File: src/include/ccrb_pkg.sv
package ccrb_pkg;

  //////////////////////////////////////////////////////////////////////////////
  // Clock and timing.

  // System clock rate in kHz, 25 MHz.
  localparam int unsigned CLK_KHZ          = 25000;
  // Battery settling time at the start of a system calibration, in ms.
  localparam int unsigned SETTLE_LONG_MS   = 300;
  localparam int unsigned SETTLE_SHORT_MS  = 30;
  localparam int unsigned SETTLE_LONG_CYC  = SETTLE_LONG_MS * CLK_KHZ;
  localparam int unsigned SETTLE_SHORT_CYC = SETTLE_SHORT_MS * CLK_KHZ;
  // Width of the settling counter, enough for the long count.
  localparam int unsigned SETTLE_CW        = 23;
  // Length of one single calibration run in cycles.
  localparam int unsigned CAL_RUN_CYC      = 64;

  //////////////////////////////////////////////////////////////////////////////
  // Register offsets.

  localparam logic [7:0] ADDR_CAL_CTRL_TWO = 8'h61;
  localparam logic [7:0] ADDR_RING_GM      = 8'h62;
  localparam logic [7:0] ADDR_TIP_GM       = 8'h63;
  localparam logic [7:0] ADDR_DIFF_GAIN    = 8'h64;
  localparam logic [7:0] ADDR_CM_GAIN      = 8'h65;
  localparam logic [7:0] ADDR_ILIM         = 8'h66;
  localparam logic [7:0] ADDR_MON_OFS      = 8'h67;
  localparam logic [7:0] ADDR_OFS_STEER    = 8'h68;
  localparam logic [7:0] ADDR_DAC_OFS      = 8'h69;
  localparam logic [7:0] ADDR_BALANCE      = 8'h6a;
  localparam logic [7:0] ADDR_PEAK_MON     = 8'h6b;
  localparam logic [7:0] ADDR_SYS_CAL      = 8'h6f;

  //////////////////////////////////////////////////////////////////////////////
  // Values after reset.

  localparam logic [4:0] RST_CAL_CTRL_TWO  = 5'h1f;
  localparam logic [4:0] RST_RING_GM       = 5'h10;
  localparam logic [4:0] RST_TIP_GM        = 5'h10;
  localparam logic [4:0] RST_DIFF_GAIN     = 5'h11;
  localparam logic [4:0] RST_CM_GAIN       = 5'h11;
  localparam logic [3:0] RST_ILIM          = 4'h8;
  localparam logic [7:0] RST_MON_OFS       = 8'h88;
  localparam logic [3:0] RST_OFS_STEER     = 4'h0;
  localparam logic [7:0] RST_DAC_OFS       = 8'h00;
  localparam logic [5:0] RST_BALANCE       = 6'h20;
  localparam logic [3:0] RST_PEAK_MON      = 4'h8;

  //////////////////////////////////////////////////////////////////////////////
  // Field positions.

  localparam int unsigned BIT_MON_FIRST    = 4;
  localparam int unsigned BIT_MON_SECOND   = 3;
  localparam int unsigned BIT_DAC          = 2;
  localparam int unsigned BIT_ADC          = 1;
  localparam int unsigned BIT_BAL          = 0;
  localparam int unsigned BIT_SYS_RUN      = 1;
  localparam int unsigned BIT_SYS_SPEEDUP  = 0;

endpackage : ccrb_pkg

File: src/hw/ccrb_bank.sv
`timescale 1ns/1ps

module ccrb_bank #(
  parameter int unsigned SETTLE_LONG  = ccrb_pkg::SETTLE_LONG_CYC,
  parameter int unsigned SETTLE_SHORT = ccrb_pkg::SETTLE_SHORT_CYC,
  parameter int unsigned RUN_CYC      = ccrb_pkg::CAL_RUN_CYC
) (
  input  wire logic       core_clk_i,
  input  wire logic       srst_i,
  input  wire logic [7:0] addr_i,
  input  wire logic [7:0] wr_data_i,
  input  wire logic       wr_en_i,
  input  wire logic       rd_en_i,
  output logic [7:0]      rd_data_o,
  input  wire logic [3:0] meas_mon_first_i,
  input  wire logic [3:0] meas_mon_second_i,
  input  wire logic [7:0] meas_dac_ofs_i,
  input  wire logic [1:0] meas_adc_ofs_i,
  input  wire logic [5:0] meas_balance_i,
  output logic [4:0]      ring_mismatch_value_o,
  output logic [4:0]      tip_mismatch_value_o,
  output logic [4:0]      differential_gain_value_o,
  output logic [4:0]      common_gain_value_o,
  output logic [3:0]      current_limit_value_o,
  output logic [3:0]      monitor_offset_first_o,
  output logic [3:0]      monitor_offset_second_o,
  output logic            dac_offset_positive_o,
  output logic            dac_offset_negative_o,
  output logic            adc_offset_positive_o,
  output logic            adc_offset_negative_o,
  output logic [7:0]      dac_offset_value_o,
  output logic [5:0]      balance_value_o,
  output logic [3:0]      peak_monitor_value_o,
  output logic            settle_active_o,
  output logic            settling_speedup_o
);

  //////////////////////////////////////////////////////////////////////////////
  // Declarations.

  typedef enum logic [1:0] {SYS_IDLE, SYS_SETTLE, SYS_CAL} ccrb_sys_st_t;

  localparam int unsigned CW = ccrb_pkg::SETTLE_CW;

  logic [4:0]    ring_q;
  logic [4:0]    tip_q;
  logic [4:0]    diff_q;
  logic [4:0]    cm_q;
  logic [3:0]    ilim_q;
  logic [7:0]    mon_q;
  logic [3:0]    steer_q;
  logic [7:0]    dac_q;
  logic [5:0]    bal_q;
  logic [3:0]    peak_q;
  logic          speedup_q;
  logic [7:0]    rd_data_q;
  ccrb_sys_st_t  sys_q;
  logic [CW-1:0] settle_cnt_q;
  logic          sys_launch;
  logic          sys_busy;
  logic          ctrl_wr;
  logic [4:0]    eng_start;
  logic [4:0]    eng_disarm;
  logic [4:0]    eng_busy;
  logic [4:0]    eng_load;
  logic [3:0]    val_m1;
  logic [3:0]    val_m2;
  logic [7:0]    val_dac;
  logic [1:0]    val_adc;
  logic [5:0]    val_bal;

  // True for a software write at the given offset.
  function automatic logic wr_at(input logic [7:0] a);
    return wr_en_i && (addr_i == a);
  endfunction : wr_at

  //////////////////////////////////////////////////////////////////////////////
  // Calibration channels.

  // A one written to a control bit starts its channel, a zero disarms it.
  // The decode is spelled out so that these nets follow the strobe itself.
  assign ctrl_wr    = wr_en_i && (addr_i == ccrb_pkg::ADDR_CAL_CTRL_TWO);
  assign eng_start  = ({5{ctrl_wr}} & wr_data_i[4:0])
                    | {5{sys_launch}};
  assign eng_disarm = {5{ctrl_wr}} & ~wr_data_i[4:0];

  // Two separate monitor converter channels.
  ccrb_cal_engine #(.W(4), .RUN_CYC(RUN_CYC)) u_eng_m1 (
    .core_clk_i  (core_clk_i),
    .srst_i      (srst_i),
    .armed_rst_i (ccrb_pkg::RST_CAL_CTRL_TWO[ccrb_pkg::BIT_MON_FIRST]),
    .start_i     (eng_start[ccrb_pkg::BIT_MON_FIRST]),
    .disarm_i    (eng_disarm[ccrb_pkg::BIT_MON_FIRST]),
    .meas_i      (meas_mon_first_i),
    .busy_o      (eng_busy[ccrb_pkg::BIT_MON_FIRST]),
    .load_o      (eng_load[ccrb_pkg::BIT_MON_FIRST]),
    .value_o     (val_m1)
  );

  ccrb_cal_engine #(.W(4), .RUN_CYC(RUN_CYC)) u_eng_m2 (
    .core_clk_i  (core_clk_i),
    .srst_i      (srst_i),
    .armed_rst_i (ccrb_pkg::RST_CAL_CTRL_TWO[ccrb_pkg::BIT_MON_SECOND]),
    .start_i     (eng_start[ccrb_pkg::BIT_MON_SECOND]),
    .disarm_i    (eng_disarm[ccrb_pkg::BIT_MON_SECOND]),
    .meas_i      (meas_mon_second_i),
    .busy_o      (eng_busy[ccrb_pkg::BIT_MON_SECOND]),
    .load_o      (eng_load[ccrb_pkg::BIT_MON_SECOND]),
    .value_o     (val_m2)
  );

  // Audio DAC offset channel.
  ccrb_cal_engine #(.W(8), .RUN_CYC(RUN_CYC)) u_eng_dac (
    .core_clk_i  (core_clk_i),
    .srst_i      (srst_i),
    .armed_rst_i (ccrb_pkg::RST_CAL_CTRL_TWO[ccrb_pkg::BIT_DAC]),
    .start_i     (eng_start[ccrb_pkg::BIT_DAC]),
    .disarm_i    (eng_disarm[ccrb_pkg::BIT_DAC]),
    .meas_i      (meas_dac_ofs_i),
    .busy_o      (eng_busy[ccrb_pkg::BIT_DAC]),
    .load_o      (eng_load[ccrb_pkg::BIT_DAC]),
    .value_o     (val_dac)
  );

  // Audio ADC offset channel, result lands in the steering bits.
  ccrb_cal_engine #(.W(2), .RUN_CYC(RUN_CYC)) u_eng_adc (
    .core_clk_i  (core_clk_i),
    .srst_i      (srst_i),
    .armed_rst_i (ccrb_pkg::RST_CAL_CTRL_TWO[ccrb_pkg::BIT_ADC]),
    .start_i     (eng_start[ccrb_pkg::BIT_ADC]),
    .disarm_i    (eng_disarm[ccrb_pkg::BIT_ADC]),
    .meas_i      (meas_adc_ofs_i),
    .busy_o      (eng_busy[ccrb_pkg::BIT_ADC]),
    .load_o      (eng_load[ccrb_pkg::BIT_ADC]),
    .value_o     (val_adc)
  );

  // Longitudinal balance channel.
  ccrb_cal_engine #(.W(6), .RUN_CYC(RUN_CYC)) u_eng_bal (
    .core_clk_i  (core_clk_i),
    .srst_i      (srst_i),
    .armed_rst_i (ccrb_pkg::RST_CAL_CTRL_TWO[ccrb_pkg::BIT_BAL]),
    .start_i     (eng_start[ccrb_pkg::BIT_BAL]),
    .disarm_i    (eng_disarm[ccrb_pkg::BIT_BAL]),
    .meas_i      (meas_balance_i),
    .busy_o      (eng_busy[ccrb_pkg::BIT_BAL]),
    .load_o      (eng_load[ccrb_pkg::BIT_BAL]),
    .value_o     (val_bal)
  );

  //////////////////////////////////////////////////////////////////////////////
  // Whole-system calibration sequencer.

  // Settling first, then every channel at once, then wait for all to finish.
  always_ff @(posedge core_clk_i) begin
    if (srst_i) begin
      sys_q        <= SYS_IDLE;
      settle_cnt_q <= '0;
    end else begin
      case (sys_q)
        SYS_IDLE: begin
          if (wr_at(ccrb_pkg::ADDR_SYS_CAL) && wr_data_i[ccrb_pkg::BIT_SYS_RUN]) begin
            sys_q        <= SYS_SETTLE;
            // A speedup written together with the run bit applies to this run.
            settle_cnt_q <= wr_data_i[ccrb_pkg::BIT_SYS_SPEEDUP] ? CW'(SETTLE_SHORT - 1)
                                                                 : CW'(SETTLE_LONG - 1);
          end
        end
        SYS_SETTLE: begin
          if (settle_cnt_q == '0) begin
            sys_q <= SYS_CAL;
          end else begin
            settle_cnt_q <= settle_cnt_q - CW'(1);
          end
        end
        SYS_CAL: begin
          if (eng_busy == 5'h00) begin
            sys_q <= SYS_IDLE;
          end
        end
        default: sys_q <= SYS_IDLE;
      endcase
    end
  end

  assign sys_launch      = (sys_q == SYS_SETTLE) && (settle_cnt_q == '0);
  assign sys_busy        = (sys_q != SYS_IDLE);
  assign settle_active_o = (sys_q == SYS_SETTLE);

  // Speedup setting.
  always_ff @(posedge core_clk_i) begin
    if (srst_i) begin
      speedup_q <= 1'b0;
    end else if (wr_at(ccrb_pkg::ADDR_SYS_CAL)) begin
      speedup_q <= wr_data_i[ccrb_pkg::BIT_SYS_SPEEDUP];
    end
  end

  //////////////////////////////////////////////////////////////////////////////
  // Result registers; a channel load wins over a software write.

  // Trims that only software sets.
  always_ff @(posedge core_clk_i) begin
    if (srst_i) begin
      ring_q <= ccrb_pkg::RST_RING_GM;
      tip_q  <= ccrb_pkg::RST_TIP_GM;
      diff_q <= ccrb_pkg::RST_DIFF_GAIN;
      cm_q   <= ccrb_pkg::RST_CM_GAIN;
      ilim_q <= ccrb_pkg::RST_ILIM;
      peak_q <= ccrb_pkg::RST_PEAK_MON;
    end else begin
      if (wr_at(ccrb_pkg::ADDR_RING_GM)) begin
        ring_q <= wr_data_i[4:0];
      end
      if (wr_at(ccrb_pkg::ADDR_TIP_GM)) begin
        tip_q <= wr_data_i[4:0];
      end
      if (wr_at(ccrb_pkg::ADDR_DIFF_GAIN)) begin
        diff_q <= wr_data_i[4:0];
      end
      if (wr_at(ccrb_pkg::ADDR_CM_GAIN)) begin
        cm_q <= wr_data_i[4:0];
      end
      if (wr_at(ccrb_pkg::ADDR_ILIM)) begin
        ilim_q <= wr_data_i[3:0];
      end
      if (wr_at(ccrb_pkg::ADDR_PEAK_MON)) begin
        peak_q <= wr_data_i[3:0];
      end
    end
  end

  // Monitor converter offsets, one nibble per channel.
  always_ff @(posedge core_clk_i) begin
    if (srst_i) begin
      mon_q <= ccrb_pkg::RST_MON_OFS;
    end else begin
      if (wr_at(ccrb_pkg::ADDR_MON_OFS)) begin
        mon_q <= wr_data_i;
      end
      if (eng_load[ccrb_pkg::BIT_MON_FIRST]) begin
        mon_q[7:4] <= val_m1;
      end
      if (eng_load[ccrb_pkg::BIT_MON_SECOND]) begin
        mon_q[3:0] <= val_m2;
      end
    end
  end

  // Offset steering, DAC offset and balance results.
  always_ff @(posedge core_clk_i) begin
    if (srst_i) begin
      steer_q <= ccrb_pkg::RST_OFS_STEER;
      dac_q   <= ccrb_pkg::RST_DAC_OFS;
      bal_q   <= ccrb_pkg::RST_BALANCE;
    end else begin
      if (wr_at(ccrb_pkg::ADDR_OFS_STEER)) begin
        steer_q <= wr_data_i[3:0];
      end
      if (eng_load[ccrb_pkg::BIT_ADC]) begin
        steer_q[1:0] <= val_adc;
      end
      if (wr_at(ccrb_pkg::ADDR_DAC_OFS)) begin
        dac_q <= wr_data_i;
      end
      if (eng_load[ccrb_pkg::BIT_DAC]) begin
        dac_q <= val_dac;
      end
      if (wr_at(ccrb_pkg::ADDR_BALANCE)) begin
        bal_q <= wr_data_i[5:0];
      end
      if (eng_load[ccrb_pkg::BIT_BAL]) begin
        bal_q <= val_bal;
      end
    end
  end

  //////////////////////////////////////////////////////////////////////////////
  // Read port; data stand one cycle after the strobe, zero otherwise.

  always_ff @(posedge core_clk_i) begin
    if (srst_i || !rd_en_i) begin
      rd_data_q <= 8'h00;
    end else begin
      case (addr_i)
        ccrb_pkg::ADDR_CAL_CTRL_TWO: rd_data_q <= {3'h0, eng_busy};
        ccrb_pkg::ADDR_RING_GM:      rd_data_q <= {3'h0, ring_q};
        ccrb_pkg::ADDR_TIP_GM:       rd_data_q <= {3'h0, tip_q};
        ccrb_pkg::ADDR_DIFF_GAIN:    rd_data_q <= {3'h0, diff_q};
        ccrb_pkg::ADDR_CM_GAIN:      rd_data_q <= {3'h0, cm_q};
        ccrb_pkg::ADDR_ILIM:         rd_data_q <= {4'h0, ilim_q};
        ccrb_pkg::ADDR_MON_OFS:      rd_data_q <= mon_q;
        ccrb_pkg::ADDR_OFS_STEER:    rd_data_q <= {4'h0, steer_q};
        ccrb_pkg::ADDR_DAC_OFS:      rd_data_q <= dac_q;
        ccrb_pkg::ADDR_BALANCE:      rd_data_q <= {2'h0, bal_q};
        ccrb_pkg::ADDR_PEAK_MON:     rd_data_q <= {4'h0, peak_q};
        ccrb_pkg::ADDR_SYS_CAL:      rd_data_q <= {6'h00, sys_busy, speedup_q};
        default:                     rd_data_q <= 8'h00;
      endcase
    end
  end

  assign rd_data_o = rd_data_q;

  // Trim outputs straight from the result registers.
  assign ring_mismatch_value_o     = ring_q;
  assign tip_mismatch_value_o      = tip_q;
  assign differential_gain_value_o = diff_q;
  assign common_gain_value_o       = cm_q;
  assign current_limit_value_o     = ilim_q;
  assign monitor_offset_first_o    = mon_q[7:4];
  assign monitor_offset_second_o   = mon_q[3:0];
  assign dac_offset_positive_o     = steer_q[3];
  assign dac_offset_negative_o     = steer_q[2];
  assign adc_offset_positive_o     = steer_q[1];
  assign adc_offset_negative_o     = steer_q[0];
  assign dac_offset_value_o        = dac_q;
  assign balance_value_o           = bal_q;
  assign peak_monitor_value_o      = peak_q;
  assign settling_speedup_o        = speedup_q;
endmodule : ccrb_bank

File: src/hw/ccrb_cal_engine.sv
`timescale 1ns/1ps

// One calibration channel: armed after reset, runs on start, loads a result.
module ccrb_cal_engine #(
  parameter int unsigned W       = 8,
  parameter int unsigned RUN_CYC = ccrb_pkg::CAL_RUN_CYC
) (
  input  wire logic         core_clk_i,
  input  wire logic         srst_i,
  input  wire logic         armed_rst_i,
  input  wire logic         start_i,
  input  wire logic         disarm_i,
  input  wire logic [W-1:0] meas_i,
  output logic              busy_o,
  output logic              load_o,
  output logic [W-1:0]      value_o
);

  typedef enum logic [1:0] {ST_ARMED, ST_RUN, ST_LOAD, ST_IDLE} ccrb_eng_st_t;

  ccrb_eng_st_t state_q;
  logic [15:0]  cnt_q;
  logic         last_run;

  // The run ends on the last counted cycle of the measurement.
  assign last_run = (state_q == ST_RUN) && (cnt_q == 16'(RUN_CYC - 1));

  // Channel sequence; a start during a run is ignored.
  always_ff @(posedge core_clk_i) begin
    if (srst_i) begin
      state_q <= ST_ARMED;
      if (!armed_rst_i) begin
        state_q <= ST_IDLE;
      end
    end else begin
      case (state_q)
        ST_ARMED: begin
          if (start_i) begin
            state_q <= ST_RUN;
          end else if (disarm_i) begin
            state_q <= ST_IDLE;
          end
        end
        ST_RUN: begin
          if (last_run) begin
            state_q <= ST_LOAD;
          end
        end
        ST_LOAD: state_q <= ST_IDLE;
        ST_IDLE: begin
          if (start_i) begin
            state_q <= ST_RUN;
          end
        end
        default: state_q <= ST_ARMED;
      endcase
    end
  end

  // Run length counter.
  always_ff @(posedge core_clk_i) begin
    if (srst_i || state_q != ST_RUN) begin
      cnt_q <= 16'h0000;
    end else begin
      cnt_q <= cnt_q + 16'h0001;
    end
  end

  // Result is captured at the end of the run and offered during load.
  always_ff @(posedge core_clk_i) begin
    if (srst_i) begin
      value_o <= '0;
    end else if (last_run) begin
      value_o <= meas_i;
    end
  end

  // Busy covers the armed, running and loading states.
  assign busy_o = (state_q != ST_IDLE);
  assign load_o = (state_q == ST_LOAD);

endmodule : ccrb_cal_engine

File: config.mk
export PLATFORM = sky130hd
export DESIGN_NAME = ccrb_bank
export DESIGN_NICKNAME = d
export VERILOG_FILES = /design/src/include/ccrb_pkg.sv /design/src/hw/ccrb_bank.sv /design/src/hw/ccrb_cal_engine.sv
export SDC_FILE = /design/constraint.sdc
export NUM_CORES = 1
export LEC_CHECK = 0
export BUFFER_PORTS_ARGS = -buffer_cell sky130_fd_sc_hd__buf_2
export CAP_MARGIN = 5
export CORE_MARGIN = 2
export CORE_UTILIZATION = 63
export DETAILED_ROUTE_END_ITERATION = 10
export GPL_TIMING_DRIVEN = 0
export PLACE_DENSITY = 0.85
export SLEW_MARGIN = 20
export SYNTH_ARGS = -nofsm -noshare
export SYNTH_HDL_FRONTEND = slang
export SYNTH_SLANG_ARGS = --single-unit
File: constraint.sdc
create_clock -name core_clk_i -period 4.8 [get_ports core_clk_i]
set_input_delay 0.96 -clock core_clk_i [delete_from_list [all_inputs] [get_ports core_clk_i]]
set_output_delay 0.96 -clock core_clk_i [all_outputs]
set_load 0.05 [all_outputs]
==> qor.txt <==
drt initial violations = 757
Max Transition Viols Final = 0
worst r2r src = settle_cnt_q[13]$_SDFFE_PP0P_
unrepaired setup endpoints after global routing = no
buffer depth of the longest clock path = 3
Die ar. = 0.0165 mm²
worst setup path start = sys_q[1]$_SDFFE_PP0P_
Period minus WS final = 2.98 ns
post-route insts no fill = 1424
Critical Path RT = 3.84 ns
synthesis-to-finish area growth = 14.2%
Final period util = 0.621
pwr dens = 396 mW/mm²
FF+latch count, synth = 202
setup violators final = 0
syn_nets = 1175
number of vias per cell = 6.29
post-synthesis cell type count = 63
1st-pass router iterations = 5
initial core utilization = 0.644
peak supply drop = 0.000368 V
DR vias = 8951
Post-CTS Setup Bufs = 0
uppermost layer routed = met4
met3 wire len = 2.48 mm
cell area after synthesis = 0.00976 mm²
final worst slack = 1.82 ns
dpl ws = 1.52 ns
CP Capture Type = output pin
Die H = 128 µm
CP Buf/Inv Count = 4
CTS tree = yes
Residual DRC = 0
Min-Delay Startpoint = u_eng_m1.cnt_q[0]$_SDFF_PP0_
Die X = 128 µm
CTS sink count = 202
Fin. Hold Viols = 0
Fin Clk Skew = 0.0175 ns
fmax = 336 MHz
Post-Synthesis Cells = 1099
status = finished clean
clock latency on the worst-skew pair = 0.50 ns
number of nets in the layout = 1301
Rows = 45
Post-synth EDFFs = 0
Avg Cell Area, Syn = 8.88 µm²
WHS = 0.455 ns
Max FO, Critical Path = 10
Core ar. = 0.0151 mm²
hold_buf cts = 0
Met2 Wirelength = 12.2 mm
Wirelength per Cell = 18.7 µm
Fillers = 1102
setup TNS = 0 ns
CTS H-tree lvls = 1
antenna violations before repair = 1
PortBufs = 103
DRT met1 WL = 10.9 mm
CP max stage delay = 0.40 ns
register area share after synthesis = 0.414
DRT Wirelength = 26.6 mm
root buf cell = clkbuf_16
total chip power = 0.00441 W
diode count = 0
TritonCTS buffer count = 21
commonest non-fill, non-tap cell in the layout = dfxtp_1
type of element launching the critical path = flop
Reg area = 0.00404 mm²
I/O Pins = 108
relative slew slack = 0.218
Max Cap Violations = 0
fraction of layout cells with a size suffix above 1 = 0.133
Multi-input gate area = 0.00535 mm²
Routability Congestion = 0.964
most frequent cells in the layout = 202 x dfxtp_1, 160 x nor2_1, 108 x buf_2, 84 x mux2i_1, 72 x nand2_1
critical path type = reg2out
Cell Chain, Critical Path = buf_2, nand2b_1, clkbuf_1, inv_1, buf_2
hpwl dp = 18.5 mm
largest net degree at the start of global routing = 15
Hold Crit Class = reg2reg
Total GRT Usage = 0.318
asr flop ratio synth = 0
Crit-path slowest cell = clkbuf_1
most frequent CP cell = buf_2
placed instance count = 1390
global-route wire length before repair = 42.3 mm
PostCTS Resize Cnt = 0
commonest register cell after synthesis = dfxtp_1
Synth warnings = 0
vias in the first global route = 8298
Lkg Pwr = 4.56 nW
Worst path top cell family by delay = buffers and inverters
total grt overflow = 0
Antenna Violating Nets Remaining = 0
Worst EP arrival = 2.02 ns
actual slew at the worst max-slew pin = 1.16 ns
Clk pin slew, worst setup/hold paths = 0.06 ns
==> layer usage <==
metal  vias up  GRT usage
met5         -          0
met4         0      0.132
met3        85     0.0661
met2       445      0.516
met1      4247      0.414
li1       4174          -
==> cell families after synthesis <==
kind of cell | count (synthesis) | synth area share
xor gates and xnor gates | 69 | 0.0619
buffers and inverters | 93 | 0.0380
muxes | 94 | 0.0989
DFF | 202 | 0.414
AOI/OAI and AO/OA | 167 | 0.117
and+or+nand+nor | 442 | 0.228
adders and majority gates | 32 | 0.0410
==> area by class of cell <==
cell class,count,area share
multi-input combinational,804,0.480
sequential,202,0.363
clock buffer,26,0.0506
timing repair buffer,103,0.0463
buffer,61,0.0225
tap,188,0.0211
inverter,32,0.0108
clock inverter,8,0.00584
==> report_power, final <==
part | switching, W | internal [W]
logic | 0.000643 | 0.000353
registers | 0.000101 | 0.00177
clock network | 0.000659 | 0.000882
==> Yosys cell counts (8+ instances only) <==
cell | instances | area [µm²]
nand2b_1 | 8 | 50.1
inv_1 | 32 | 120
nor4_1 | 12 | 75.1
nand2_1 | 72 | 270
o21ai_0 | 27 | 135
or4_1 | 14 | 105
a22oi_1 | 9 | 67.6
o31ai_1 | 13 | 97.6
a211oi_1 | 16 | 120
mux2i_1 | 84 | 841
or3_1 | 8 | 50.1
and3_1 | 25 | 156
nand4_1 | 21 | 131
xor2_1 | 40 | 350
a21oi_1 | 36 | 180
nand3_1 | 57 | 285
and4_1 | 18 | 158
nor2b_1 | 11 | 68.8
nor2_1 | 160 | 601
mux2_2 | 9 | 101
xnor2_1 | 29 | 254
clkbuf_1 | 48 | 180
a31oi_1 | 12 | 75.1
dfxtp_1 | 202 | 4040
ha_1 | 32 | 400
nor3_1 | 18 | 90.1
==> final timing paths <==
path / endpoint / slack, ns / cells after the start
worst max-delay path: settle_active_o / 1.82 / 5
worst min-delay path: u_eng_m1.cnt_q[0]$_SDFF_PP0_ / 0.45 / 1
worst max register to register: u_eng_adc.state_q[0]$_SDFFE_PP0P_ / 2.13 / 7
worst min register to register: u_eng_m1.cnt_q[0]$_SDFF_PP0_ / 0.45 / 1
==> sequential cells by signal (all words and copies together) (netlist names), 8 cells and up <==
name and cells:
settle_cnt_q 23, u_eng_adc.cnt_q 16, u_eng_bal.cnt_q 16, u_eng_dac.cnt_q 16, u_eng_m1.cnt_q 16, u_eng_m2.cnt_q 16
dac_offset_value_o 8, mon_q 8, rd_data_o 8, u_eng_dac.value_o 8
==> through the flow <==
step | utilization | instance area, µm²
global route | 0.736 | 11100
floorplan | - | 9760
finish | 0.736 | 11100
CTS | 0.736 | 11100
global placement | 0.694 | 10500
detailed placement | 0.694 | 10500
Power figures use the tool's default switching activity.
